File: src/hw/irq_defines.vh
// register map, field positions and codes of the interrupt vectoring block
`ifndef IRQ_DEFINES_VH
`define IRQ_DEFINES_VH

// byte offsets on the register bus
`define REG_CTRL 5'h00
`define REG_FLAGS 5'h04
`define REG_EDGE 5'h08
`define REG_POWER 5'h0c
`define REG_STATUS 5'h10

// control register fields
`define CTRL_GIE 0
`define CTRL_GROUP0_ENABLE 1
`define CTRL_EXTE 2
`define CTRL_C0E 3
`define CTRL_NFE 4
`define CTRL_HALE 5
`define CTRL_RST 8'h00

// flag register fields
`define FLG_MF0 0
`define FLG_EXT 1
`define FLG_C0 2
`define FLG_NF 3
`define FLG_HAL 4
`define FLG_RST 7'h00

// edge register fields
`define EDG_HALL 0
`define EDG_EXT 2
`define EDG_C0 4
`define EDG_NF_LO 6
`define EDG_NF_HI 7
`define EDG_EXT_PU 8
`define EDG_NF_PU 9
`define EDG_RST 10'h000

// power register fields
`define PWR_SLEEP 0
`define PWR_IDLE 1

// status register fields
`define STS_SERVICE 13

// edge selection codes
`define EDGE_OFF 2'b00
`define EDGE_RISE 2'b01
`define EDGE_FALL 2'b10
`define EDGE_BOTH 2'b11

// program counter width and vector addresses, lowest served first
`define PC_W 13
`define VEC_EXT 13'h0004
`define VEC_C0 13'h0008
`define VEC_NF 13'h000c
`define VEC_MF0 13'h0010

`endif

File: src/hw/edge_trigger.v
// synchronised edge detector with a two-bit edge selection
`timescale 1ns/1ps
`include "irq_defines.vh"

module edge_trigger (
  // clock and reset
  input wire clk,
  input wire rst_n,
  // source and selection
  input wire sig_in,
  input wire [1:0] edge_sel,
  // one-cycle event
  output reg hit_r
);

  reg sync1_r;
  reg sync2_r;
  reg prev_r;
  wire rise;
  wire fall;
  reg hit_nxt;

  // edges only look at the second stage, never the first
  assign rise = sync2_r & ~prev_r;
  assign fall = ~sync2_r & prev_r;

  // selection decode, off gives no event at all
  always @* begin
    case (edge_sel)
      `EDGE_RISE: hit_nxt = rise;
      `EDGE_FALL: hit_nxt = fall;
      `EDGE_BOTH: hit_nxt = rise | fall;
      default: hit_nxt = 1'b0;
    endcase
  end

  // two-stage synchroniser, history and registered event
  always @(posedge clk or negedge rst_n) begin
    if (!rst_n) begin
      sync1_r <= 1'b0;
      sync2_r <= 1'b0;
      prev_r <= 1'b0;
      hit_r <= 1'b0;
    end else begin
      sync1_r <= sig_in;
      sync2_r <= sync1_r;
      prev_r <= sync2_r;
      hit_r <= hit_nxt;
    end
  end

endmodule // edge_trigger

File: src/hw/irq_vectoring.v
// interrupt flags, enables and vectoring toward the core pc and stack
`timescale 1ns/1ps
`include "irq_defines.vh"

module irq_vectoring (
  // clock and reset
  input wire clk,
  input wire rst_n,
  // avalon-mm slave
  input wire [4:0] avs_address,
  input wire avs_read,
  input wire avs_write,
  input wire [31:0] avs_writedata,
  output reg [31:0] avs_readdata,
  output wire avs_waitrequest,
  // event sources, asynchronous
  input wire filtered_hall_a,
  input wire filtered_hall_b,
  input wire filtered_hall_c,
  input wire ext_irq_pin,
  input wire comparator_zero_out,
  input wire noise_filtered_input_pin,
  // core side, same clock
  input wire insn_boundary,
  input wire [`PC_W-1:0] next_pc,
  input wire stack_full,
  input wire return_from_interrupt,
  input wire [`PC_W-1:0] stack_top,
  output reg stack_push_r,
  output reg [`PC_W-1:0] stack_push_data_r,
  output reg stack_pop_r,
  output reg pc_load_r,
  output reg [`PC_W-1:0] pc_load_value_r,
  // power and pin control
  output wire low_power_sleep,
  output wire low_power_idle,
  output wire ext_pull_up_en,
  output wire noise_filtered_input_pin_pull_up_en
);

  localparam ST_RUN = 1'b0;
  localparam ST_POP = 1'b1;

  // software state
  reg [7:0] ctrl_r;
  reg [7:0] ctrl_nxt;
  reg [6:0] flags_r;
  reg [6:0] flags_nxt;
  reg [9:0] edge_r;
  reg [1:0] power_r;
  reg [1:0] power_nxt;
  reg state_r;
  reg service_r;
  reg [`PC_W-1:0] last_vec_r;

  // bus handshake
  reg ack_r;
  wire bus_req;
  wire wr_take;
  wire rd_first;

  // source events
  wire [2:0] hall_hit;
  wire ext_hit;
  wire c0_hit;
  wire nf_hit;
  wire [1:0] nf_sel;

  // request and arbitration
  wire gie;
  wire [2:0] hall_en;
  wire [2:0] hall_flag;
  wire req_ext;
  wire req_c0;
  wire req_nf;
  wire req_mf0;
  wire any_req;
  wire take;
  reg [`PC_W-1:0] vec_sel;
  reg [6:0] svc_clr;

  // flag update terms
  reg [6:0] hw_set;
  reg [6:0] clr_v;
  wire [6:0] sw_set;
  wire flags_wr;
  wire wake;

  // one wait cycle per access so read data can come from a flop
  assign bus_req = avs_read | avs_write;
  assign avs_waitrequest = bus_req & ~ack_r;
  assign wr_take = avs_write & ack_r;
  assign rd_first = avs_read & ~ack_r;

  // enable and flag views
  assign gie = ctrl_r[`CTRL_GIE];
  assign hall_en = ctrl_r[`CTRL_HALE+2:`CTRL_HALE];
  assign hall_flag = flags_r[`FLG_HAL+2:`FLG_HAL];
  assign nf_sel = {edge_r[`EDG_NF_HI], edge_r[`EDG_NF_LO]};

  // pull-high choice reaches the pin whatever the edge setting
  assign ext_pull_up_en = edge_r[`EDG_EXT_PU];
  assign noise_filtered_input_pin_pull_up_en = edge_r[`EDG_NF_PU];

  // power mode outputs
  assign low_power_sleep = power_r[`PWR_SLEEP];
  assign low_power_idle = power_r[`PWR_IDLE];

  // one detector per hall phase
  edge_trigger u_hall_a (
    .clk(clk),
    .rst_n(rst_n),
    .sig_in(filtered_hall_a),
    .edge_sel(edge_r[`EDG_HALL+1:`EDG_HALL]),
    .hit_r(hall_hit[0])
  );

  edge_trigger u_hall_b (
    .clk(clk),
    .rst_n(rst_n),
    .sig_in(filtered_hall_b),
    .edge_sel(edge_r[`EDG_HALL+1:`EDG_HALL]),
    .hit_r(hall_hit[1])
  );

  edge_trigger u_hall_c (
    .clk(clk),
    .rst_n(rst_n),
    .sig_in(filtered_hall_c),
    .edge_sel(edge_r[`EDG_HALL+1:`EDG_HALL]),
    .hit_r(hall_hit[2])
  );

  // external pin detector
  edge_trigger u_ext (
    .clk(clk),
    .rst_n(rst_n),
    .sig_in(ext_irq_pin),
    .edge_sel(edge_r[`EDG_EXT+1:`EDG_EXT]),
    .hit_r(ext_hit)
  );

  // comparator output is analog-side, so it is synchronised too
  edge_trigger u_c0 (
    .clk(clk),
    .rst_n(rst_n),
    .sig_in(comparator_zero_out),
    .edge_sel(edge_r[`EDG_C0+1:`EDG_C0]),
    .hit_r(c0_hit)
  );

  // filtered input pin detector
  edge_trigger u_nf (
    .clk(clk),
    .rst_n(rst_n),
    .sig_in(noise_filtered_input_pin),
    .edge_sel(nf_sel),
    .hit_r(nf_hit)
  );

  // a flag alone never vectors, its enable must be set too
  assign req_ext = flags_r[`FLG_EXT] & ctrl_r[`CTRL_EXTE];
  assign req_c0 = flags_r[`FLG_C0] & ctrl_r[`CTRL_C0E];
  assign req_nf = flags_r[`FLG_NF] & ctrl_r[`CTRL_NFE];
  // group request needs its own flag, group enable and one phase whose flag and enable are both set
  assign req_mf0 = flags_r[`FLG_MF0] & ctrl_r[`CTRL_GROUP0_ENABLE]
                   & (|(hall_flag & hall_en));

  // global gate in front of every source
  assign any_req = gie & (req_ext | req_c0 | req_nf | req_mf0);

  // a full stack holds the request off; a pending return goes first
  assign take = any_req & ~stack_full & insn_boundary
                & (state_r == ST_RUN) & ~return_from_interrupt;

  // fixed order, lowest vector address first
  always @* begin
    vec_sel = `VEC_MF0;
    svc_clr = 7'h00;
    if (req_ext) begin
      vec_sel = `VEC_EXT;
      svc_clr[`FLG_EXT] = 1'b1;
    end else if (req_c0) begin
      vec_sel = `VEC_C0;
      svc_clr[`FLG_C0] = 1'b1;
    end else if (req_nf) begin
      vec_sel = `VEC_NF;
      svc_clr[`FLG_NF] = 1'b1;
    end else begin
      vec_sel = `VEC_MF0;
      // phase flags are left for software to clear
      svc_clr[`FLG_MF0] = 1'b1;
    end
  end

  // hardware set terms, independent of any enable
  always @* begin
    hw_set = 7'h00;
    hw_set[`FLG_HAL+2:`FLG_HAL] = hall_hit;
    hw_set[`FLG_MF0] = |hall_hit;
    hw_set[`FLG_EXT] = ext_hit;
    hw_set[`FLG_C0] = c0_hit;
    hw_set[`FLG_NF] = nf_hit;
  end

  // software writes a whole flag word: ones set, zeros clear
  assign flags_wr = wr_take & (avs_address == `REG_FLAGS);
  assign sw_set = flags_wr ? avs_writedata[6:0] : 7'h00;

  // clears from software and from service
  always @* begin
    clr_v = take ? svc_clr : 7'h00;
    if (flags_wr) begin
      clr_v = clr_v | ~avs_writedata[6:0];
    end
  end

  // set beats clear, so a blocked or racing event is never lost
  always @* begin
    flags_nxt = (flags_r & ~clr_v) | hw_set | sw_set;
  end

  // only a flag going from clear to set wakes; one already set does not
  assign wake = |((hw_set | sw_set) & ~flags_r);

  // control register: software write, then service clears global enable
  always @* begin
    ctrl_nxt = ctrl_r;
    if (wr_take && (avs_address == `REG_CTRL)) begin
      ctrl_nxt = avs_writedata[7:0];
    end
    if (take) begin
      // no nesting unless the handler sets it again itself
      ctrl_nxt[`CTRL_GIE] = 1'b0;
    end
  end

  // power mode: entered by software, left on wake
  always @* begin
    power_nxt = power_r;
    if (wr_take && (avs_address == `REG_POWER)) begin
      power_nxt = avs_writedata[1:0];
    end
    if (wake) begin
      // a wake racing the entry write wins, so no event is slept through
      power_nxt = 2'b00;
    end
  end

  // register state
  always @(posedge clk or negedge rst_n) begin
    if (!rst_n) begin
      ctrl_r <= `CTRL_RST;
      flags_r <= `FLG_RST;
      edge_r <= `EDG_RST;
      power_r <= 2'b00;
    end else begin
      ctrl_r <= ctrl_nxt;
      flags_r <= flags_nxt;
      power_r <= power_nxt;
      if (wr_take && (avs_address == `REG_EDGE)) begin
        edge_r <= avs_writedata[9:0];
      end
    end
  end

  // bus acknowledge and registered read data
  always @(posedge clk or negedge rst_n) begin
    if (!rst_n) begin
      ack_r <= 1'b0;
      avs_readdata <= 32'h0000_0000;
    end else begin
      ack_r <= bus_req & ~ack_r;
      if (rd_first) begin
        if (avs_address == `REG_CTRL) begin
          avs_readdata <= {24'h00_0000, ctrl_r};
        end else if (avs_address == `REG_FLAGS) begin
          avs_readdata <= {25'h000_0000, flags_r};
        end else if (avs_address == `REG_EDGE) begin
          avs_readdata <= {22'h00_0000, edge_r};
        end else if (avs_address == `REG_POWER) begin
          avs_readdata <= {30'h0000_0000, power_r};
        end else if (avs_address == `REG_STATUS) begin
          avs_readdata <= {18'h0_0000, service_r, last_vec_r};
        end else begin
          // unmapped reads answer zero
          avs_readdata <= 32'h0000_0000;
        end
      end
    end
  end

  // entry and return sequencing toward the core
  always @(posedge clk or negedge rst_n) begin
    if (!rst_n) begin
      state_r <= ST_RUN;
      stack_push_r <= 1'b0;
      stack_push_data_r <= {`PC_W{1'b0}};
      stack_pop_r <= 1'b0;
      pc_load_r <= 1'b0;
      pc_load_value_r <= {`PC_W{1'b0}};
      service_r <= 1'b0;
      last_vec_r <= {`PC_W{1'b0}};
    end else begin
      stack_push_r <= 1'b0;
      stack_pop_r <= 1'b0;
      pc_load_r <= 1'b0;
      case (state_r)
        ST_RUN: begin
          if (return_from_interrupt) begin
            // pop now, the top is loaded next cycle
            stack_pop_r <= 1'b1;
            state_r <= ST_POP;
          end else if (take) begin
            stack_push_r <= 1'b1;
            stack_push_data_r <= next_pc;
            pc_load_r <= 1'b1;
            pc_load_value_r <= vec_sel;
            last_vec_r <= vec_sel;
            service_r <= 1'b1;
          end
        end
        ST_POP: begin
          pc_load_r <= 1'b1;
          pc_load_value_r <= stack_top;
          service_r <= 1'b0;
          state_r <= ST_RUN;
        end
        default: begin
          state_r <= ST_RUN;
        end
      endcase
    end
  end

endmodule // irq_vectoring

File: config.mk
export PLATFORM = sky130hd
export DESIGN_NAME = irq_vectoring
export DESIGN_NICKNAME = d
export VERILOG_FILES = /design/src/hw/edge_trigger.v /design/src/hw/irq_vectoring.v
export VERILOG_INCLUDE_DIRS = /design/src /design/src/hw
export SDC_FILE = /design/constraint.sdc
export NUM_CORES = 1
export LEC_CHECK = 0
export CAP_MARGIN = 10
export CORE_MARGIN = 1
export CORE_UTILIZATION = 62
export CTS_BUF_LIST = sky130_fd_sc_hd__clkbuf_2 sky130_fd_sc_hd__clkbuf_4 sky130_fd_sc_hd__clkbuf_8
export DETAILED_ROUTE_END_ITERATION = 12
export DONT_BUFFER_PORTS = 1
export PLACE_DENSITY = 0.87
export SYNTH_ARGS = -nofsm -noshare
export SYNTH_HDL_FRONTEND = slang
export SYNTH_SLANG_ARGS = --single-unit
File: constraint.sdc
create_clock -name clk -period 2.2 [get_ports clk]
set_input_delay 0.44 -clock clk [delete_from_list [all_inputs] [get_ports clk]]
set_output_delay 0.44 -clock clk [all_outputs]
set_load 0.05 [all_outputs]
==> results of run 1 <==
-- synth_stat cells (2+ instances only) --
cell and instances:
nor2_1 21, clkbuf_1 8, nand2_1 92, buf_2 5, o21ai_0 25, mux2_2 17
a21o_1 2, a221o_1 2, buf_4 23, a22oi_1 4, inv_1 25, nor3_1 4
nor2b_1 4, a221oi_1 4, a21oi_1 6, nand3_1 3, mux4_2 2, mux2i_1 13
ha_1 12, a211o_1 5, dfrtp_1 96, a22o_1 6
-- cell families after synthesis --
logic type      Yosys count  share of synthesized area [%]
simple gates            135                          13.61
compound gates           61                          9.648
buf+inv                  61                          7.606
flops                    96                          56.82
other cells               1                        0.08870
mux                      32                          8.671
fa+ha+maj                12                          3.551
-- metal layers --
metal	part of all wire [%]	up-vias	global-route usage [%]
li1	-	1301	-
met1	41	1362	30.29
met2	49	136	37.99
met3	7.4	17	6.490
met4	2.4	0	10.48
met5	0	-	0
-- layout make-up --
type | instances | area [sq um]
sequential | 96 | 2402
timing repair buffer | 10 | 75.07
inverter | 25 | 97.59
multi-input combinational | 261 | 1590
tap | 77 | 96.34
fill | 478 | 2021
clock inverter | 6 | 45.04
clock buffer | 10 | 131.4
-- power by group through the flow --
stage	clock [W]	sequential, W	combinational (W)
after floorplan	0	0.00233	0.000418
after global placement	0	0.00237	0.000416
after detailed placement	0	0.00239	0.000441
after CTS	0.00106	0.00236	0.000444
after global routing	0.00113	0.00238	0.000500
final	0.00104	0.00236	0.000449
-- worst max-delay path, cell delays in order (launching register included) --
cell,delay [ns]
dfrtp_1,0.43
a222oi_1,0.40
nor2_1,0.17
o21ai_4,0.29
buf_4,0.33
nand2_1,0.09
o211ai_1,0.17
-- worst max path at each step --
stage | endpoint | slack [ns] | cells past startpoint | from
after floorplan | ctrl_r[1]$_DFFE_PN0P_ | 0.26 | 5 | avs_address[3]
after global placement | power_r[1]$_DFFE_PN0P_ | 0.20 | 5 | avs_address[4]
final | pc_load_value_r[4]$_DFFE_PN0P_ | 0.25 | 6 | flags_r[6]$_DFF_PN0_
after global routing | pc_load_value_r[7]$_DFFE_PN0P_ | 0.04 | 6 | flags_r[6]$_DFF_PN0_
after CTS | pc_load_value_r[2]$_DFFE_PN0P_ | 0.13 | 6 | flags_r[6]$_DFF_PN0_
after detailed placement | pc_load_value_r[2]$_DFFE_PN0P_ | 0.17 | 6 | flags_r[6]$_DFF_PN0_
-- flip-flops by register name, indices dropped and copies added, names as in the netlist, 2 cells and up --
name               count
pc_load_value_r       13
stack_push_data_r     13
avs_readdata          11
edge_r                10
ctrl_r                 8
flags_r                7
last_vec_r             3
power_r                2
-- stage by stage --
step | hold slack, ns | power, W | cell area, sq um
after CTS | -0.2517 | 0.003855 | 4404
after global routing | -0.2693 | 0.004006 | 4438
after floorplan | 0.1444 | 0.002748 | 4303
final | -0.2490 | 0.003850 | 4438
after detailed placement | 0.1458 | 0.002833 | 4228
after global placement | 0.1460 | 0.002791 | 4228
-- repair_timing --
item | in CTS | in global routing
gates resized for setup | 0 | 2
endpoints found under the setup margin | 0 | 2
hold endpoints to repair | 96 | 96
setup buffers | 0 | 3
==> metrics.md, run 1 <==
| Metric | Value |
|---|---|
| Status | complete, but fails checks |
| Failing checks | DRC, hold timing |
| Cell count of the worst reg-to-reg path | 6 |
| Final Setup Violations | 0 |
| Antenna diodes | 0 |
| Post-synth EDFFs | 0 |
| Non-Filler Instances | 485 |
| Switching Fraction | 34.09% |
| DP Worst Slack | 0.1676 ns |
| H-tree depth | 3 |
| TritonRoute pass-1 iters | 11 |
| Hold slack | -0.2490 ns |
| Die Ht | 84.58 um |
| Most used DFF post-synth | dfrtp_1 |
| Area grow syn2layout | 4.972% |
| DRC errors left | 2 |
| Sequential share of power | 61.3% |
| Hold WC Path Type | primary input to async pin |
| Syn Area/Cell | 10.62 sq um |
| Drt first-iter violations | 260 |
| Synth unique cells | 41 |
| GRT Total Usage | 23.64% |
| Largest net degree at the start of global routing | 97 |
| Top Ports | 142 |
| Via total after detailed routing | 2816 |
| FMAX | 513.1 MHz |
| Crit path launch type | flip-flop |
| WL final | 8158 um |
| Clock-pin slew on the worst setup and hold paths | 0.10 ns |
| Share of cells above drive strength 1 | 12.50% |
| Critical Path Sink Type | flip-flop |
| Top post-synthesis cells by area | dfrtp_1, nand2_1, mux2_2, buf_4, ha_1 |
| Post-synthesis async set-or-reset flop share | 100.0% |
| Required time worst endpoint | 2.49 ns |
| Post-synth top area share | 56.82% |
| CTS tree | done |
| FF-to-FF setup slack | 0.25 ns |
| Most common cell after layout, fill and taps aside | dfrtp_1 |
| Sw Pwr | 0.001312 W |
| Vias in the first global route | 2679 |
| Pint | 0.002537 W |
| Max-slew headroom | 59.41% |
| Global-route wire length before repair | 13090 um |
| Routability cong. | 0.9127 |
| Arrival @ worst endpoint | 2.24 ns |
| Tcrit/Tclk final | 88.59% |
| Clock group share of total power | 27.1% |
| CTS buffer count | 9 |
| Clk Latency, worst-skew pair | 0.37 ns |
| # clock sinks | 96 |
| GRT overflow | 0 |
| Final Hold Fails | 96 |
| Synth Register Bits | 96 |
| Die area | 7153 sq um |
| Clock Skew | 0.01890 ns |
| Netlist Area Pre-Place | 4228 sq um |
| Initial antenna violation count | 0 |
| Max Cap Violations | 0 |
| RSZ-0062 raised after global routing | no |
| Comb power frac | 11.7% |
| Setup ws final | 0.2510 ns |
| CP max FO | 25 |
| Standard-cell rows | 29 |
| Clk root buf | clkbuf_8 |
| Fin util | 68.71% |
| PwrDens | 867.5 nW/um^2 |
| Routed Antenna Nets | 0 |
| Sum of negative setup slack | 0 ns |
| Sequential area share after synthesis | 56.82% |
| Slew of the pin with the lowest slew margin | 0.5935 ns |
| Post-layout min period | 1.949 ns |
| Max Buffers Root-to-Sink | 2 |
| VDD IR max | 456.9 uV |
| Core area | 6459 sq um |
| Synth area leader | dfrtp_1 |
| Die W | 84.58 um |
| Detail Placement HPWL | 5791 um |
| Worst Setup Path Type | flip-flop to flip-flop |
| R2r startpoint | flags_r[6]$_DFF_PN0_ |
| Vias per Instance | 5.806 |
| Reg2reg end | pc_load_value_r[4]$_DFFE_PN0P_ |
| Fin nets | 491 |
| Synth warnings | 0 |
| Commonest cells after routing, fill and taps aside | dfrtp_1, nand2_1, inv_1, o21ai_0 |
| Fin. max-slew vios | 0 |
| Post-Place Cells | 466 |
| Initial Util | 65.46% |
| IO buf count | 0 |
| Leakage | 2.204 nW |
| Wire per inst | 16.82 um |
| Post-Synthesis Cells | 398 |
Power figures use the tool's default switching activity.
==> inputs of run 2 (changes only) <==
SYNTH_HIERARCHICAL = 1   (was unset)
==> run 2 against run 1 <==
  * The run still ends with DRC, hold timing left
  * Critical path type unchanged
  * Maximum frequency is 9.2% higher
  * Critical path depth is 1 lower
  * Sequential share of layout area is 0.80 points lower
==> metrics.md, run 2 <==
| Metric | Value |
|---|---|
| Status | complete, but fails checks (unchanged) |
| Failing checks | DRC, hold timing (unchanged) |
| DP Worst Slack | 0.2042 ns (was 0.1676 ns) |
| Syn Area/Cell | 11.28 sq um (was 10.62 sq um) |
| Leakage | 2.226 nW (was 2.204 nW) |
| Post-layout min period | 1.784 ns (was 1.949 ns) |
| Post-synth EDFFs | 0 (unchanged) |
| Post-synth top area share | 56.65% (was 56.82%) |
| Core area | 6459 sq um (unchanged) |
| Routed Antenna Nets | 0 (unchanged) |
| Largest net degree at the start of global routing | 97 (unchanged) |
| Vias in the first global route | 2659 (was 2679) |
| WL final | 7649 um (was 8158 um) |
| Initial antenna violation count | 0 (unchanged) |
| Die W | 84.70 um (was 84.58 um) |
| Hold slack | -0.2356 ns (was -0.2490 ns) |
| Busiest grt layer | met2 (unchanged) |
| CTS tree | done (unchanged) |
| Via total after detailed routing | 2655 (was 2816) |
| Clock-pin slew on the worst setup and hold paths | 0.10 ns (about the same) |
| Routability cong. | 0.8867 (was 0.9127) |
| Synth area leader | dfrtp_1 (unchanged) |
| Simple-Gate Fraction of Synth Area | 11.24% (was 13.61%) |
| DRC errors left | 7 (was 2) |
| Netlist Area Pre-Place | 4240 sq um (was 4228 sq um) |
| Fin nets | 467 (was 491) |
| Post-Synthesis Cells | 376 (was 398) |
| Xor-xnor portion of the synthesized cell area | 0% (unchanged) |
| Clk root buf | clkbuf_8 (unchanged) |
| Largest family of logic cells by synthesized area | simple AND/OR/NAND/NOR gates (unchanged) |
| Share of cells above drive strength 1 | 16.41% (was 12.50%) |
| Post-synthesis adder-cell area fraction | 3.541% (was 3.551%) |
| PwrDens | 907.6 nW/um^2 (was 867.5 nW/um^2) |
| Post-synthesis compound-gate area fraction | 10.03% (was 9.648%) |
| GR Util met2 | 36.73% (was 37.99%) |
| Top Ports | 142 (unchanged) |
| FMAX | 560.5 MHz (was 513.1 MHz) |
| Area grow syn2layout | 6.226% (was 4.972%) |
| Global-route wire length before repair | 12620 um (was 13090 um) |
| # clock sinks | 96 (unchanged) |
| Fin. max-slew vios | 0 (unchanged) |
| Commonest cells after routing, fill and taps aside | dfrtp_1, nand2_1, mux2_2 (was dfrtp_1, nand2_1, inv_1, o21ai_0) |
| Hold WC Path Type | primary input to async pin (unchanged) |
| M1 GR Usage | 29.76% (was 30.29%) |
| Required time worst endpoint | 2.46 ns (was 2.49 ns) |
| GRT Total Usage | 23.11% (was 23.64%) |
| Wire per inst | 16.59 um (was 16.82 um) |
| H-tree depth | 3 (unchanged) |
| TritonRoute pass-1 iters | 11 (unchanged) |
| Most used DFF post-synth | dfrtp_1 (unchanged) |
| Setup ws final | 0.4158 ns (was 0.2510 ns) |
| VDD IR max | 674.0 uV (was 456.9 uV) |
| Max Buffers Root-to-Sink | 2 (unchanged) |
| IO buf count | 0 (unchanged) |
| Max-slew headroom | 56.83% (was 59.41%) |
| Sequential area share after synthesis | 56.65% (was 56.82%) |
| Clock Skew | 0.01545 ns (was 0.01890 ns) |
| Final Hold Fails | 96 (unchanged) |
| Worst Setup Path Type | flip-flop to flip-flop (unchanged) |
| Synth Register Bits | 96 (unchanged) |
| Top post-synthesis cells by area | dfrtp_1, mux2_2, nand2_1, buf_4, ha_1 (was dfrtp_1, nand2_1, mux2_2, buf_4, ha_1) |
| Fin util | 69.74% (was 68.71%) |
| Detail Placement HPWL | 5408 um (was 5791 um) |
| Slew of the pin with the lowest slew margin | 0.6476 ns (was 0.5935 ns) |
| Final Setup Violations | 0 (unchanged) |
| Synth unique cells | 44 (was 41) |
| Drt first-iter violations | 252 (was 260) |
| Tcrit/Tclk final | 81.10% (was 88.59%) |
| Mux cell area share after synthesis | 11.24% (was 8.671%) |
| Synth warnings | 6 (was 0) |
| Antenna diodes | 0 (unchanged) |
| Standard-cell rows | 29 (unchanged) |
| Die area | 7174 sq um (was 7153 sq um) |
| CTS buffer count | 9 (unchanged) |
| Filler cells | 463 (was 478) |
| Max Cap Violations | 0 (unchanged) |
| Post-CTS Setup Inserts | 0 (unchanged) |
| Critical Path Sink Type | flip-flop (unchanged) |
| Post-synthesis async set-or-reset flop share | 100.0% (unchanged) |
| RSZ-0062 raised after global routing | no (unchanged) |
| Sum of negative setup slack | 0 ns (unchanged) |
| Vias per Instance | 5.759 (was 5.806) |
| Largest registers | pc_load_value_r: 13 flops, stack_push_data_r: 13 flops, avs_readdata: 11 flops (unchanged) |
| Arrival @ worst endpoint | 2.04 ns (was 2.24 ns) |
| Clk Latency, worst-skew pair | 0.37 ns (about the same) |
| Die Ht | 84.70 um (was 84.58 um) |
| GR Util met3 | 6.293% (was 6.490%) |
| CP max FO | 32 (was 25) |
| Most common cell after layout, fill and taps aside | dfrtp_1 (unchanged) |
| Synth cell count leaders | dfrtp_1, nand2_1, mux2_2 (was dfrtp_1, nand2_1, inv_1, o21ai_0, buf_4) |
| GRT overflow | 0 (unchanged) |
| Initial Util | 65.65% (was 65.46%) |
| Crit path launch type | flip-flop (unchanged) |
| Cell with the most instances after synthesis | dfrtp_1 (unchanged) |
## run 2: cell count changes after synthesis, moves of 4 or more
cell and delta:
mux2_2 +16, nand2_1 -39, mux2i_1 -7, nor2b_1 +12, inv_1 -4, nor2_1 -7, o21ai_1 +13
## run 2: cells by family (layout without fill, tap and decap cells)
| family | count (synthesis) | after routing |
|---|---|---|
| adders and majority gates | 12 | 12 |
| DFF | 96 | 96 |
| AOI/OAI and AO/OA | 68 | 68 |
| muxes | 41 | 41 |
| and+or+nand+nor | 101 | 101 |
| buffers and inverters | 57 | 45 |
| other | 1 | 21 |
## run 2: area by class of cell
cell class	count	area [sq um]	area share, %
Multi-Input combinational cell	243	1612	35.78
Clock inverter	7	106.4	2.361
Tap cell	77	96.34	2.139
Inverter	21	78.83	1.750
Sequential cell	96	2402	53.33
Clock buffer	9	123.9	2.750
Timing Repair Buffer	8	85.08	1.889
## run 2: per-layer routing
metal / vias to the layer above / routed length, um
li1: 1245 / -
met1: 1287 / 3152
met2: 107 / 3848
met3: 16 / 495
met4: 0 / 153
met5: - / 0
## run 2: worst max-delay path, stage by stage (launching register included)
cell      delay [ns]
dfrtp_1         0.41
a222oi_1        0.35
nor2_1          0.15
o21ai_2         0.20
buf_12          0.21
mux2_2          0.35
## run 2: repair_timing
action / CTS / global route
hold endpoints to repair: 96 / 96
gates resized for setup: 0 / 0
setup endpoints to repair: 0 / 0
## run 2: through the flow
stage	power, W	instances	instance area (sq um)
3_5_place_dp	0.002821	445	4274
3_3_place_gp	0.002791	445	4274
5_1_grt	0.004267	461	4504
4_1_cts	0.004128	461	4504
2_1_floorplan	0.002747	396	4315
6_report	0.004088	461	4504
## run 2: power breakdown
part	leakage (nW)	internal [W]	switching, W
Combinational	0.883	0.000187	0.000249
Sequential	1.23	0.00194	0.000416
Clock	0.117	0.000664	0.000636
## run 2: worst paths after layout
check	cells after the start	to	slack [ns]	start
min in group clk	0	u_ext/sync1_r$_DFF_PN0_	0.09	ext_irq_pin
worst min register to register	0	u_nf/sync2_r$_DFF_PN0_	0.35	u_nf/sync1_r$_DFF_PN0_
worst max-delay path	5	stack_push_data_r[6]$_DFFE_PN0P_	0.42	flags_r[6]$_DFF_PN0_
worst max register to register	5	stack_push_data_r[6]$_DFFE_PN0P_	0.42	flags_r[6]$_DFF_PN0_
worst min-delay path	0	stack_push_data_r[2]$_DFFE_PN0P_	-0.24	rst_n
max in group asynchronous	0	u_nf/hit_r$_DFF_PN0_	2.27	rst_n
==> inputs of run 3 (changes only) <==
clock period = 1.7 ns   (was 2.2 ns; I/O delays follow)
==> run 3 against run 2 <==
  * The flow still finishes with violations (DRC, hold timing)
  * First-iteration DRC count is 12% higher
  * Cell count is 4.8% higher
  * Clock power is 15% higher
  * Largest power group unchanged
==> metrics.md, run 3 (synthesis results as in run 2) <==
| Metric | Value |
|---|---|
| Filler cells | 460 (was 463) |
| WL final | 8237 um (was 7649 um) |
| Post-layout min period | 1.679 ns (was 1.784 ns) |
| Final Setup Violations | 0 (unchanged) |
| IO buf count | 0 (unchanged) |
| Area grow syn2layout | 10.95% (was 6.226%) |
| Arrival @ worst endpoint | 1.92 ns (was 2.04 ns) |
| H-tree depth | 3 (unchanged) |
| Initial Util | 65.65% (unchanged) |
| Tcrit/Tclk final | 98.74% (was 81.10%) |
| Hold slack | -0.3250 ns (was -0.2356 ns) |
| Drt first-iter violations | 281 (was 252) |
| Most common cell after layout, fill and taps aside | dfrtp_1 (unchanged) |
| R2r startpoint | ctrl_r[7]$_DFFE_PN0P_ (was flags_r[6]$_DFF_PN0_) |
| CP max FO | 15 (was 32) |
| PwrDens | 1111 nW/um^2 (was 907.6 nW/um^2) |
| Clk Latency, worst-skew pair | 0.36 ns (was 0.37 ns) |
| Die Ht | 84.70 um (unchanged) |
| Vias in the first global route | 2841 (was 2659) |
| # clock sinks | 96 (unchanged) |
| Hold Buf Count CTS | 6 |
| Commonest cells after routing, fill and taps aside | dfrtp_1, nand2_1, mux2_2 (unchanged) |
| Fin. max-slew vios | 0 (unchanged) |
| Die W | 84.70 um (unchanged) |
| Top Ports | 142 (unchanged) |
| Core area | 6459 sq um (unchanged) |
| Sequential Area | 2404 sq um (was 2402 sq um) |
| Final instance area | 4705 sq um (was 4504 sq um) |
| Fin nets | 489 (was 467) |
| Worst Setup SP | ctrl_r[7]$_DFFE_PN0P_ (was flags_r[6]$_DFF_PN0_) |
| DRC errors left | 2 (was 7) |
| Largest net degree at the start of global routing | 97 (unchanged) |
| Via total after detailed routing | 2772 (was 2655) |
| Placed Area | 4433 sq um (was 4274 sq um) |
| CTS tree | done (unchanged) |
| Wire per inst | 17.05 um (was 16.59 um) |
| Antenna diodes | 0 (unchanged) |
| Final Hold Fails | 96 (unchanged) |
| Largest registers | pc_load_value_r: 13 flops, stack_push_data_r: 13 flops, avs_readdata: 11 flops (unchanged) |
| Clock Skew | 0.01080 ns (was 0.01545 ns) |
| GRT overflow | 0 (unchanged) |
| Initial antenna violation count | 0 (unchanged) |
| Post-Place Cells | 461 (was 445) |
| VDD IR max | 725.0 uV (was 674.0 uV) |
| Leakage | 2.327 nW (was 2.226 nW) |
| Max Cap Violations | 0 (unchanged) |
| Vias per Instance | 5.739 (was 5.759) |
| Clock-pin slew on the worst setup and hold paths | 0.09 ns (was 0.10 ns) |
| Routed Antenna Nets | 0 (unchanged) |
| Max Buffers Root-to-Sink | 2 (unchanged) |
| RSZ-0062 raised after global routing | yes (was no) |
| Area of the multi-input gates | 1659 sq um (was 1612 sq um) |
| Required time worst endpoint | 1.94 ns (was 2.46 ns) |
| Non-Filler Instances | 483 (was 461) |
| Routability cong. | 0.9028 (was 0.8867) |
| GRT Total Usage | 24.82% (was 23.11%) |
| Standard-cell rows | 29 (unchanged) |
| Detail Placement HPWL | 5976 um (was 5408 um) |
| Global-route wire length before repair | 13580 um (was 12620 um) |
| Clk root buf | clkbuf_8 (unchanged) |
| Worst Setup Path Type | flip-flop to flip-flop (unchanged) |
| Failing checks | DRC, hold timing (unchanged) |
| Die area | 7174 sq um (unchanged) |
| Critical Path Sink Type | flip-flop (unchanged) |
| FMAX | 595.8 MHz (was 560.5 MHz) |
| TritonRoute pass-1 iters | 12 (was 11) |
| Status | complete, but fails checks (unchanged) |
| Hold WC Path Type | primary input to async pin (unchanged) |
| CTS buffer count | 9 (unchanged) |
| Crit path launch type | flip-flop (unchanged) |
| Share of cells above drive strength 1 | 20.20% (was 16.41%) |
-- run 3: cell types whose count changed in the layout (fill, tap and decap cells not counted), sizes merged --
cell / previous run / this run
dlygate4sd3: 0 / 6
clkinvlp: 0 / 3
bufinv: 2 / 1
clkinv: 0 / 1
buf: 8 / 24
inv: 26 / 22
clkbuf: 9 / 10
-- run 3: stage by stage --
stage / power (W) / utilization [%] / worst slack [ns] / setup TNS [ns]
after floorplan: 0.003575 / - / -0.1938 / -2.758
after global placement: 0.003702 / 68.64 / -0.1242 / -1.153
after detailed placement: 0.003751 / 68.64 / -0.1792 / -1.867
after CTS: 0.005260 / 72.69 / 0.01252 / 0
after global routing: 0.005450 / 72.84 / -0.03941 / -0.4256
final: 0.005228 / 72.84 / 0.02145 / 0
-- run 3: layout make-up --
class,instances,area share [%]
Sequential cell,96,51.09
Multi-Input combinational cell,243,35.27
Timing Repair Buffer,30,5.638
Clock buffer,10,2.793
Tap cell,77,2.048
Inverter,21,1.676
Clock inverter,6,1.489
-- run 3: worst paths after layout --
check | depth (start not counted) | slack [ns] | to
worst max register to register | 5 | 0.02 | stack_push_data_r[9]$_DFFE_PN0P_
min in group clk | 1 | 0.08 | avs_readdata[7]$_DFFE_PN0P_
max in group asynchronous | 0 | 1.84 | stack_pop_r$_DFF_PN0_
worst min register to register | 0 | 0.35 | u_nf/sync2_r$_DFF_PN0_
worst max-delay path | 5 | 0.02 | stack_push_data_r[9]$_DFFE_PN0P_
worst min-delay path | 0 | -0.33 | u_c0/sync1_r$_DFF_PN0_
-- run 3: repair_timing --
action	in CTS	in global routing
endpoints found under the setup margin	1	27
hold endpoints to repair	102	96
pin swaps	1	1
gates resized for setup	0	10
buffers inserted	0	0
-- run 3: layer usage --
metal  GRT usage (%)  share of wire (%)  vias to the layer above
met1           31.79                 41                     1375
met4           7.858               0.75                        0
li1                -                  -                     1294
met2           41.17                 52                       99
met3           7.178                6.1                        4
met5               0                  0                        -
-- run 3: report_power, final --
group          internal (W)  switching [W]
Combinational      0.000328       0.000405
Clock              0.000704       0.000793
Sequential          0.00251       0.000493
Total               0.00354        0.00169
-- run 3: worst max-delay path, stage by stage (launching register included) --
cell	delay, ns
dfrtp_1	0.40
a222oi_1	0.32
nor2_1	0.13
o21ai_2	0.19
buf_12	0.17
mux2_2	0.34
